<file path="config.mk">
export PLATFORM = sky130hd
export DESIGN_NAME = cic_irq_ctrl
export DESIGN_NICKNAME = d
export VERILOG_FILES = /design/src/logic/cic_pkg.sv /design/src/logic/cic_edge_det.sv /design/src/logic/cic_flag_cell.sv /design/src/logic/cic_irq_ctrl.sv
export SDC_FILE = /design/constraint.sdc
export NUM_CORES = 1
export LEC_CHECK = 0
export BUFFER_PORTS_ARGS = -buffer_cell sky130_fd_sc_hd__buf_2
export CORE_UTILIZATION = 47
export DETAILED_ROUTE_END_ITERATION = 10
export PLACE_DENSITY = 0.76
export SLEW_MARGIN = 0
export SYNTH_ARGS = -nofsm -noshare
export SYNTH_HDL_FRONTEND = slang
export SYNTH_SLANG_ARGS = --single-unit
</file>
<file path="constraint.sdc">
create_clock -name pclk -period 2 [get_ports pclk]
set_input_delay 0.1 -clock pclk [delete_from_list [all_inputs] [get_ports pclk]]
set_output_delay 0.1 -clock pclk [all_outputs]
set_load 0.02 [all_outputs]
</file>
<file path="src/logic/cic_pkg.sv">
// cic_pkg: constants and carriers of the cpu interrupt controller
// assumes an apb master with 32-bit data and a core that reports cycle ticks
package cic_pkg;

    // ----------------------------------------------------------------
    // register byte offsets
    // ----------------------------------------------------------------
    localparam logic [7:0] OFS_CORE_CTRL  = 8'h00;
    localparam logic [7:0] OFS_PEN_ONE    = 8'h04;
    localparam logic [7:0] OFS_PEN_TWO    = 8'h08;
    localparam logic [7:0] OFS_PFLG_ONE   = 8'h0C;
    localparam logic [7:0] OFS_PFLG_TWO   = 8'h10;
    localparam logic [7:0] OFS_OPTION     = 8'h14;
    localparam logic [7:0] OFS_SHADOW     = 8'h20;
    localparam int         SHADOW_REGS    = 8;

    // ----------------------------------------------------------------
    // core control and option register fields
    // ----------------------------------------------------------------
    localparam int BIT_GLB_EN = 7;
    localparam int BIT_GRP_EN = 6;
    localparam int BIT_T0IE   = 5;
    localparam int BIT_EXTIE  = 4;
    localparam int BIT_PCIE   = 3;
    localparam int BIT_T0IF   = 2;
    localparam int BIT_EXTIF  = 1;
    localparam int BIT_PCIF   = 0;
    localparam int BIT_EDGE   = 0;

    localparam logic [7:0] RST_CORE_CTRL  = 8'h00;
    localparam logic [7:0] RST_PERIPH     = 8'h00;
    localparam logic [7:0] RST_OPTION     = 8'h01;
    localparam logic [7:0] MASK_PEN_ONE   = 8'hF1;
    localparam logic [7:0] MASK_PEN_TWO   = 8'h04;
    localparam logic [7:0] STATUS_KEEP    = 8'hE7;
    localparam logic [14:0] IRQ_VECTOR    = 15'h0004;

    // ----------------------------------------------------------------
    // carriers
    // ----------------------------------------------------------------
    typedef struct packed {
        logic [7:0] acc;
        logic [7:0] status;
        logic [7:0] bank_select;
        logic [7:0] ind0_lo;
        logic [7:0] ind0_hi;
        logic [7:0] ind1_lo;
        logic [7:0] ind1_hi;
        logic [7:0] pc_high_latch;
    } cic_ctx_t;

    typedef struct packed {
        logic     cycle_tick;
        logic     return_from_irq;
        logic     sleeping;
        cic_ctx_t ctx;
    } cic_core_req_t;

    typedef struct packed {
        logic        flush;
        logic        push_pc;
        logic        load_vector;
        logic [14:0] vector;
        logic        pop_pc;
        logic        restore;
        cic_ctx_t    ctx;
        logic        wake;
    } cic_core_cmd_t;

    typedef enum logic [1:0] {
        CIC_IDLE,
        CIC_FLUSH,
        CIC_VECT
    } cic_state_t;

endpackage

</file>
<file path="src/logic/cic_edge_det.sv">
// cic_edge_det: selectable edge detector for the external pin
// assumes the pin already synchronous to pclk
`timescale 1ns/100ps
module cic_edge_det (
    input  wire logic pclk,
    input  wire logic presetn,
    input  wire logic pin,
    input  wire logic rising,
    output logic      hit
);
    logic last_ff;
    logic arm_ff;

    // no edge before a first sample
    always_ff @(posedge pclk or negedge presetn) begin
        if (!presetn) begin
            last_ff <= 1'b0;
            arm_ff <= 1'b0;
        end else begin
            last_ff <= pin;
            arm_ff <= 1'b1;
        end
    end

    assign hit = arm_ff & (rising ? (pin & ~last_ff) : (~pin & last_ff));
endmodule // cic_edge_det

</file>
<file path="src/logic/cic_flag_cell.sv">
// cic_flag_cell: sticky event flags with software write
// assumes set pulses synchronous to pclk; a set beats a same-cycle clear
`timescale 1ns/100ps
module cic_flag_cell #(
    parameter int W = 8
) (
    input  wire logic         pclk,
    input  wire logic         presetn,
    input  wire logic [W-1:0] set,
    input  wire logic         wr_en,
    input  wire logic [W-1:0] wr_data,
    output logic      [W-1:0] q
);
    logic [W-1:0] flag_ff;

    always_ff @(posedge pclk or negedge presetn) begin
        if (!presetn) begin
            flag_ff <= '0;
        end else if (wr_en) begin
            flag_ff <= wr_data | set;
        end else begin
            flag_ff <= flag_ff | set;
        end
    end

    assign q = flag_ff;
endmodule // cic_flag_cell

</file>
<file path="src/logic/cic_irq_ctrl.sv">
// cic_irq_ctrl: interrupt controller of a small 8-bit cpu, apb slave
// assumes the core pulses cycle_tick once per instruction cycle and
// obeys flush, push, vector, pop and restore commands
//
// Behaviour
// - after reset every enable is clear until software sets them
// - a peripheral event reaches the cpu only with global, own and group enables; a core event needs global and own
// - flags set on their event whatever the enables are
// - taking an interrupt flushes, clears global enable, pushes pc, saves, vectors 0004h
// - events during the service routine only set flags
// - return_from_irq pops pc, restores context and sets global enable
// - pending interrupt is taken once global enable is set again
// - synchronous events reach the vector in three or four cycles
// - asynchronous events reach the vector in three to five cycles
// - external pin flag may set at any clock of the cycle
// - after wake the next instruction runs before any vectoring
// - external pin triggers on the edge chosen by ext_edge_select
// - valid edge sets ext_pin_irq_flag; vectors only with both enables
// - entry saves accumulator, status less two flags, bank, pointers, pc latch
// - shadow registers are read and written by software, restored on exit
// - core control register is read and write, holds five enables and three flags
// - peripheral_irq_enable gates all peripheral interrupts together
//
// The register offsets and register access over APB were decided locally.
`timescale 1ns/100ps
module cic_irq_ctrl (
    input  wire logic                   pclk,
    input  wire logic                   presetn,
    input  wire logic                   psel,
    input  wire logic                   penable,
    input  wire logic                   pwrite,
    input  wire logic [7:0]             paddr,
    input  wire logic [31:0]            pwdata,
    output logic                        pready,
    output logic [31:0]                 prdata,
    output logic                        pslverr,
    input  wire logic                   timer_zero_overflow,
    input  wire logic                   pin_change,
    input  wire logic                   ext_pin,
    input  wire logic [7:0]             periph_evt_one,
    input  wire logic [7:0]             periph_evt_two,
    input  wire cic_pkg::cic_core_req_t core_req,
    output cic_pkg::cic_core_cmd_t      core_cmd
);

    // ----------------------------------------------------------------
    // apb decode
    // ----------------------------------------------------------------
    logic        wr_acc;
    logic        rd_setup;
    logic        hit_map;
    logic        wr_ctrl;
    logic        wr_pen1;
    logic        wr_pen2;
    logic        wr_pflg1;
    logic        wr_pflg2;
    logic        wr_opt;
    logic        wr_shadow;
    logic [2:0]  shadow_idx;

    assign shadow_idx = paddr[4:2];
    assign wr_acc     = psel & penable & pwrite;
    assign rd_setup   = psel & ~penable & ~pwrite;
    assign wr_ctrl    = wr_acc & (paddr == cic_pkg::OFS_CORE_CTRL);
    assign wr_pen1    = wr_acc & (paddr == cic_pkg::OFS_PEN_ONE);
    assign wr_pen2    = wr_acc & (paddr == cic_pkg::OFS_PEN_TWO);
    assign wr_pflg1   = wr_acc & (paddr == cic_pkg::OFS_PFLG_ONE);
    assign wr_pflg2   = wr_acc & (paddr == cic_pkg::OFS_PFLG_TWO);
    assign wr_opt     = wr_acc & (paddr == cic_pkg::OFS_OPTION);
    assign wr_shadow  = wr_acc & (paddr[7:5] == cic_pkg::OFS_SHADOW[7:5])
                        & (paddr[1:0] == 2'b00);
    assign hit_map    = (paddr == cic_pkg::OFS_CORE_CTRL) | (paddr == cic_pkg::OFS_PEN_ONE)
                      | (paddr == cic_pkg::OFS_PEN_TWO) | (paddr == cic_pkg::OFS_PFLG_ONE)
                      | (paddr == cic_pkg::OFS_PFLG_TWO) | (paddr == cic_pkg::OFS_OPTION)
                      | ((paddr[7:5] == cic_pkg::OFS_SHADOW[7:5]) & (paddr[1:0] == 2'b00));

    assign pready  = 1'b1;
    assign pslverr = psel & penable & ~hit_map;

    // ----------------------------------------------------------------
    // enables and option
    // ----------------------------------------------------------------
    logic                  glb_en_ff;
    logic [3:0]            en_ff;
    logic [7:0]            pen1_ff;
    logic [7:0]            pen2_ff;
    logic                  edge_sel_ff;
    cic_pkg::cic_state_t   state_ff;
    logic                  take;

    always_ff @(posedge pclk or negedge presetn) begin
        if (!presetn) begin
            glb_en_ff <= cic_pkg::RST_CORE_CTRL[cic_pkg::BIT_GLB_EN];
        end else if (take) begin
            glb_en_ff <= 1'b0;
        end else if (core_req.return_from_irq) begin
            glb_en_ff <= 1'b1;
        end else if (wr_ctrl) begin
            glb_en_ff <= pwdata[cic_pkg::BIT_GLB_EN];
        end
    end

    // group and core enables, bits 6..3
    always_ff @(posedge pclk or negedge presetn) begin
        if (!presetn) begin
            en_ff   <= cic_pkg::RST_CORE_CTRL[cic_pkg::BIT_GRP_EN:cic_pkg::BIT_PCIE];
            pen1_ff <= cic_pkg::RST_PERIPH;
            pen2_ff <= cic_pkg::RST_PERIPH;
        end else begin
            if (wr_ctrl) begin
                en_ff <= pwdata[cic_pkg::BIT_GRP_EN:cic_pkg::BIT_PCIE];
            end
            if (wr_pen1) begin
                pen1_ff <= pwdata[7:0] & cic_pkg::MASK_PEN_ONE;
            end
            if (wr_pen2) begin
                pen2_ff <= pwdata[7:0] & cic_pkg::MASK_PEN_TWO;
            end
        end
    end

    always_ff @(posedge pclk or negedge presetn) begin
        if (!presetn) begin
            edge_sel_ff <= cic_pkg::RST_OPTION[cic_pkg::BIT_EDGE];
        end else if (wr_opt) begin
            edge_sel_ff <= pwdata[cic_pkg::BIT_EDGE];
        end
    end

    // ----------------------------------------------------------------
    // event flags
    // ----------------------------------------------------------------
    logic       ext_hit;
    logic [2:0] core_flags;
    logic [7:0] pflg1;
    logic [7:0] pflg2;

    // sampled each clock: any quarter may set it
    cic_edge_det u_ext_edge (
        .pclk    (pclk),
        .presetn (presetn),
        .pin     (ext_pin),
        .rising  (edge_sel_ff),
        .hit     (ext_hit)
    );

    cic_flag_cell #(.W(3)) u_core_flags (
        .pclk    (pclk),
        .presetn (presetn),
        .set     ({timer_zero_overflow, ext_hit, pin_change}),
        .wr_en   (wr_ctrl),
        .wr_data (pwdata[cic_pkg::BIT_T0IF:cic_pkg::BIT_PCIF]),
        .q       (core_flags)
    );

    cic_flag_cell #(.W(8)) u_pflg_one (
        .pclk    (pclk),
        .presetn (presetn),
        .set     (periph_evt_one & cic_pkg::MASK_PEN_ONE),
        .wr_en   (wr_pflg1),
        .wr_data (pwdata[7:0] & cic_pkg::MASK_PEN_ONE),
        .q       (pflg1)
    );

    cic_flag_cell #(.W(8)) u_pflg_two (
        .pclk    (pclk),
        .presetn (presetn),
        .set     (periph_evt_two & cic_pkg::MASK_PEN_TWO),
        .wr_en   (wr_pflg2),
        .wr_data (pwdata[7:0] & cic_pkg::MASK_PEN_TWO),
        .q       (pflg2)
    );

    // ----------------------------------------------------------------
    // request gating
    // ----------------------------------------------------------------
    logic core_req_any;
    logic periph_any;
    logic enabled_any;
    logic pending;

    assign core_req_any = (en_ff[2] & core_flags[2]) | (en_ff[1] & core_flags[1])
                        | (en_ff[0] & core_flags[0]);
    assign periph_any   = en_ff[3] & (|(pen1_ff & pflg1) | |(pen2_ff & pflg2));
    assign enabled_any  = core_req_any | periph_any;
    assign pending      = glb_en_ff & enabled_any;

    // ----------------------------------------------------------------
    // sleep and wake
    // ----------------------------------------------------------------
    logic skip_ff;

    // hold off vectoring for the instruction after sleep
    always_ff @(posedge pclk or negedge presetn) begin
        if (!presetn) begin
            skip_ff <= 1'b0;
        end else if (core_req.sleeping) begin
            skip_ff <= 1'b1;
        end else if (core_req.cycle_tick) begin
            skip_ff <= 1'b0;
        end
    end

    // ----------------------------------------------------------------
    // entry sequencer
    // ----------------------------------------------------------------
    // sampled at a cycle tick: flush cycle, vector cycle, then vector code
    assign take = core_req.cycle_tick & (state_ff == cic_pkg::CIC_IDLE) & pending
                  & ~skip_ff & ~core_req.sleeping & ~core_req.return_from_irq;

    always_ff @(posedge pclk or negedge presetn) begin
        if (!presetn) begin
            state_ff <= cic_pkg::CIC_IDLE;
        end else if (core_req.cycle_tick) begin
            unique case (state_ff)
                cic_pkg::CIC_IDLE: begin
                    if (take) begin
                        state_ff <= cic_pkg::CIC_FLUSH;
                    end
                end
                cic_pkg::CIC_FLUSH: begin
                    state_ff <= cic_pkg::CIC_VECT;
                end
                cic_pkg::CIC_VECT: begin
                    state_ff <= cic_pkg::CIC_IDLE;
                end
            endcase
        end
    end

    // ----------------------------------------------------------------
    // shadow registers
    // ----------------------------------------------------------------
    logic [7:0]        shadow_ff [cic_pkg::SHADOW_REGS];
    cic_pkg::cic_ctx_t save_ctx;
    cic_pkg::cic_ctx_t shadow_ctx;

    assign save_ctx = '{acc:           core_req.ctx.acc,
                        status:        core_req.ctx.status & cic_pkg::STATUS_KEEP,
                        bank_select:   core_req.ctx.bank_select,
                        ind0_lo:       core_req.ctx.ind0_lo,
                        ind0_hi:       core_req.ctx.ind0_hi,
                        ind1_lo:       core_req.ctx.ind1_lo,
                        ind1_hi:       core_req.ctx.ind1_hi,
                        pc_high_latch: core_req.ctx.pc_high_latch};

    always_ff @(posedge pclk or negedge presetn) begin
        if (!presetn) begin
            for (int i = 0; i < cic_pkg::SHADOW_REGS; i++) begin
                shadow_ff[i] <= 8'h00;
            end
        end else if (take) begin
            for (int i = 0; i < cic_pkg::SHADOW_REGS; i++) begin
                shadow_ff[i] <= save_ctx[8*(cic_pkg::SHADOW_REGS-1-i) +: 8];
            end
        end else if (wr_shadow) begin
            shadow_ff[shadow_idx] <= pwdata[7:0];
        end
    end

    always_comb begin
        shadow_ctx = '0;
        for (int i = 0; i < cic_pkg::SHADOW_REGS; i++) begin
            shadow_ctx[8*(cic_pkg::SHADOW_REGS-1-i) +: 8] = shadow_ff[i];
        end
        // watchdog and sleep flags stay as the core has them
        shadow_ctx.status = (shadow_ff[1] & cic_pkg::STATUS_KEEP)
                          | (core_req.ctx.status & ~cic_pkg::STATUS_KEEP);
    end

    // ----------------------------------------------------------------
    // core commands
    // ----------------------------------------------------------------
    cic_pkg::cic_core_cmd_t cmd_ff;
    cic_pkg::cic_core_cmd_t nxt_cmd;

    always_comb begin
        nxt_cmd             = '0;
        nxt_cmd.vector      = cic_pkg::IRQ_VECTOR;
        nxt_cmd.ctx         = cmd_ff.ctx;
        nxt_cmd.flush       = take;
        nxt_cmd.push_pc     = take;
        nxt_cmd.load_vector = core_req.cycle_tick & (state_ff == cic_pkg::CIC_FLUSH);
        nxt_cmd.pop_pc      = core_req.return_from_irq;
        nxt_cmd.restore     = core_req.return_from_irq;
        nxt_cmd.wake        = core_req.sleeping & enabled_any;
        if (core_req.return_from_irq) begin
            nxt_cmd.ctx = shadow_ctx;
        end
    end

    always_ff @(posedge pclk or negedge presetn) begin
        if (!presetn) begin
            cmd_ff <= '0;
        end else begin
            cmd_ff <= nxt_cmd;
        end
    end

    assign core_cmd = cmd_ff;

    // ----------------------------------------------------------------
    // read data
    // ----------------------------------------------------------------
    logic [7:0]  rd_byte;
    logic [31:0] prdata_ff;

    always_comb begin
        rd_byte = 8'h00;
        if (paddr == cic_pkg::OFS_CORE_CTRL) begin
            rd_byte = {glb_en_ff, en_ff, core_flags};
        end else if (paddr == cic_pkg::OFS_PEN_ONE) begin
            rd_byte = pen1_ff;
        end else if (paddr == cic_pkg::OFS_PEN_TWO) begin
            rd_byte = pen2_ff;
        end else if (paddr == cic_pkg::OFS_PFLG_ONE) begin
            rd_byte = pflg1;
        end else if (paddr == cic_pkg::OFS_PFLG_TWO) begin
            rd_byte = pflg2;
        end else if (paddr == cic_pkg::OFS_OPTION) begin
            rd_byte = {7'h00, edge_sel_ff};
        end else if (hit_map) begin
            rd_byte = shadow_ff[shadow_idx];
        end
    end

    always_ff @(posedge pclk or negedge presetn) begin
        if (!presetn) begin
            prdata_ff <= 32'h0000_0000;
        end else if (rd_setup) begin
            prdata_ff <= {24'h00_0000, rd_byte};
        end
    end

    assign prdata = prdata_ff;

endmodule // cic_irq_ctrl

</file>
==> results by group <==
Layout
  – Layout cells sized above 1: 0.504
  – Layout Nets: 1054
  – Fin cells: 1159
  – Syn-to-layout area delta: 29.2%
  – Fillers: 1348
  – Final core utilization: 0.630

Routing
  – Top sig layer: met4
  – WL/cell: 19.1 µm
  – Via count: 6183
  – Met1 Routed Length: 9430 µm
  – Post-Route WL: 22200 µm
  – First drt pass iteration count: 5
  – DRC viols: 0
  – Via density per instance: 5.33
  – DR WL met3: 1410 µm
  – Routed Antenna Nets: 0
  – DRT iter0 DRCs: 314
  – Wire length on met2: 10800 µm

Floorplanning
  – Core footprint: 0.0175 mm²
  – Die area: 0.0187 mm²
  – Die Ht: 137 µm
  – # rows: 48
  – Initial Utilization: 0.487
  – Die X: 137 µm
  – I/O Pins: 250

Synthesis
  – Post-synthesis cell type count: 59
  – Ys Warns: 0
  – Fraction of registers with async set/reset: 1.00
  – Area leader, netlist: dfrtp_1
  – Number of synthesized flops with an enable pin: 0
  – Top cell type's share of synthesized area: 0.483
  – Synth area leaders: dfrtp_1, mux2_2, buf_4, mux4_2, mux2i_1
  – Top FF cell, synth: dfrtp_1
  – Syn Inst Count: 662
  – Syn Area/Cell: 12.9 µm²
  – Mapped Area: 0.00855 mm²
  – FF+latch count, synth: 166
  – Sequential-to-total area share from yosys stat: 0.486

Worst hold path
  – Class of the worst hold path: input pin to flip-flop
  – Hold Startpoint: core_req[65]
  – Worst hold path endpoint: core_cmd[65]$_DFF_PN0_
  – Hold path depth: 2

STA
  – Hold Vio Cnt, Final: 0
  – Fin worst setup slack: 136 ps
  – RSZ-0062 raised after global routing: no
  – Clk_skew: 8.46 ps
  – Final count of negative-setup-slack endpoints: 0
  – Final period util: 0.932
  – Setup TNS: 0 ps
  – Final Critical Period: 1860 ps
  – Max-slew violations: 0
  – Max-slew headroom: 0.642
  – Highest clock rate: 536 MHz
  – Worst slew pin tran: 537 ps

Setup path
  – Critical Path RT: 2310 ps
  – Setup crit start kind: flip-flop
  – Setup CP Type: flip-flop to flip-flop
  – Max FO, Critical Path: 17
  – Reg2Reg Depth: 5
  – Critical Path End Type: flip-flop
  – Reg2Reg Launch Point: en_ff[0]$_DFFE_PN0P_
  – Crit path DAT: 2170 ps
  – R2r endpoint: shadow_ctx[60]$_DFFE_PN0P_
  – R2R Setup Slk: 140 ps

Placement
  – Buffers added on ports: 176
  – Detailed placement HPWL: 15100 µm
  – Gpl congestion: 0.882
  – # placed instances: 1050
  – Post-place setup slack: 61.6 ps

Pwr
  – Power Total: 7.94 mW
  – Pwr Density: 719 mW/mm²
  – Max IR drop VDD: 0.000538 V
  – P_leak: 5.73 nW

Clocking
  – Clk Latency, worst-skew pair: 430 ps
  – Clk buf depth: 2
  – # Post-CTS Setup Buffers: 0
  – Clk slew on worst S/H paths: 70 ps
  – CTS sink cnt: 166
  – H-tree depth: 4
  – CTS Buf Count: 17
  – CTS tree: yes
  – Clk root buf: clkbuf_16

Flow run
  – Max-cap violation count: 0

Global routing
  – Global-route wire length before repair: 34300 µm
  – Vias in the first global route: 6316
  – Overflow after GRT: 0
  – Gr usage total: 0.248
  – Initial antenna violation count: 1
  – Pin count of the biggest net entering global routing: 67

Outcome
  – Status: finished clean
==> cell usage after synthesis (5+ instances only) <==
library cell    n
nand4_2         5
buf_2          15
mux2_4          5
nor2_1         13
nand2_1        21
mux2_2        193
buf_4          42
nand3_1         9
mux2i_1        12
clkbuf_1       23
nor2b_1         7
o2111ai_1       6
and2_1         11
a22oi_1         7
a21oi_1         5
a211o_1         9
mux4_2         13
inv_1          18
buf_1           6
dfrtp_1       165
a31oi_1         6
and3_1          7
o21ai_0         5
==> final cells by class <==
cell class / count / area (µm²) / area share
multi-input combinational: 429 / 3970 / 0.359
tap: 225 / 282 / 0.0255
antenna: 1 / 2.50 / 0.000227
timing repair buffer: 288 / 1990 / 0.180
inverter: 18 / 67.6 / 0.00612
clock buffer: 18 / 429 / 0.0389
sequential: 166 / 4160 / 0.376
clock inverter: 14 / 149 / 0.0135
==> layout by cell type, fill, tap and decap left out, types with 9 or more instances in the layout <==
cell type | synthesis | routed
buf_4 | 42 | 30
dfrtp_1 | 165 | 165
inv_1 | 18 | 18
nor2_1 | 13 | 13
nand2_1 | 21 | 21
mux4_2 | 13 | 13
clkbuf_16 | 0 | 17
dlygate4sd3_1 | 0 | 76
buf_2 | 15 | 175
mux2_2 | 193 | 193
conb_1 | 2 | 40
a211o_1 | 9 | 9
mux2i_1 | 12 | 12
nand3_1 | 9 | 9
and2_1 | 11 | 11
==> through the flow <==
stage / hold WS, ps / cell area (µm²)
after floorplan: -196 / 8690
after global placement: 102 / 9700
after detailed placement: 101 / 9700
after CTS: 116 / 11000
after global routing: 113 / 11000
final: 98.2 / 11000
==> critical path, stage by stage, from the launching register on <==
cell,delay (ps)
dfrtp_1,420
a22oi_1,220
nand2_1,180
o21ai_4,240
buf_4,290
mux2_2,380
==> power breakdown <==
| part | internal, mW | switching, mW | total [mW] | leakage (nW) |
|---|---|---|---|---|
| Sequential | 3.48 | 0.0884 | 3.57 | 2.18 |
| Clock | 1.85 | 1.40 | 3.26 | 0.286 |
| Combinational | 0.506 | 0.601 | 1.11 | 3.26 |
| Total | 5.84 | 2.09 | 7.94 | 5.73 |
==> kinds of logic after synthesis <==
family	after synthesis	synth area share
and+or+nand+nor	107	0.0802
other	2	0.000879
DFF	166	0.486
muxes	224	0.313
AOI/OAI and AO/OA	55	0.0479
adders and majority gates	3	0.00439
buffers and inverters	105	0.0676
==> worst max-delay path by stage <==
stage | start | endpoint | slack (ps) | cells past startpoint
after floorplan | state_ff[0]$_DFFE_PN0P_ | shadow_ctx[20]$_DFFE_PN0P_ | 120 | 7
after global placement | paddr[6] | shadow_ctx[15]$_DFFE_PN0P_ | 50 | 7
after detailed placement | paddr[6] | shadow_ctx[15]$_DFFE_PN0P_ | 60 | 7
after CTS | u_core_flags.q[2]$_DFF_PN0_ | shadow_ctx[41]$_DFFE_PN0P_ | 140 | 5
after global routing | u_core_flags.q[2]$_DFF_PN0_ | shadow_ctx[60]$_DFFE_PN0P_ | 20 | 5
final | en_ff[0]$_DFFE_PN0P_ | shadow_ctx[60]$_DFFE_PN0P_ | 140 | 5
==> sequential cells by signal, summed over array words and instances (netlist names), 2 cells and up <==
| name | flops |
|---|---|
| core_cmd | 69 |
| en_ff | 4 |
| pen1_ff | 5 |
| prdata | 8 |
| shadow_ctx | 56 |
| shadow_ff | 8 |
| state_ff | 2 |
| u_core_flags.q | 3 |
| u_pflg_one.q | 5 |
==> per-layer routing <==
metal  vias to the layer above  global-route usage
li1                       2842                   -
met1                      3080               0.322
met2                       225               0.400
met3                        36              0.0622
met4                         0              0.0891
met5                         -                   0
==> timing repair <==
| item | 4_1_cts | 5_1_grt |
|---|---|---|
| hold buffers | 76 | 0 |
| endpoints found under the hold margin | 128 | 0 |
| gates resized for setup | 0 | 0 |
(Power assumes the default switching activity.)
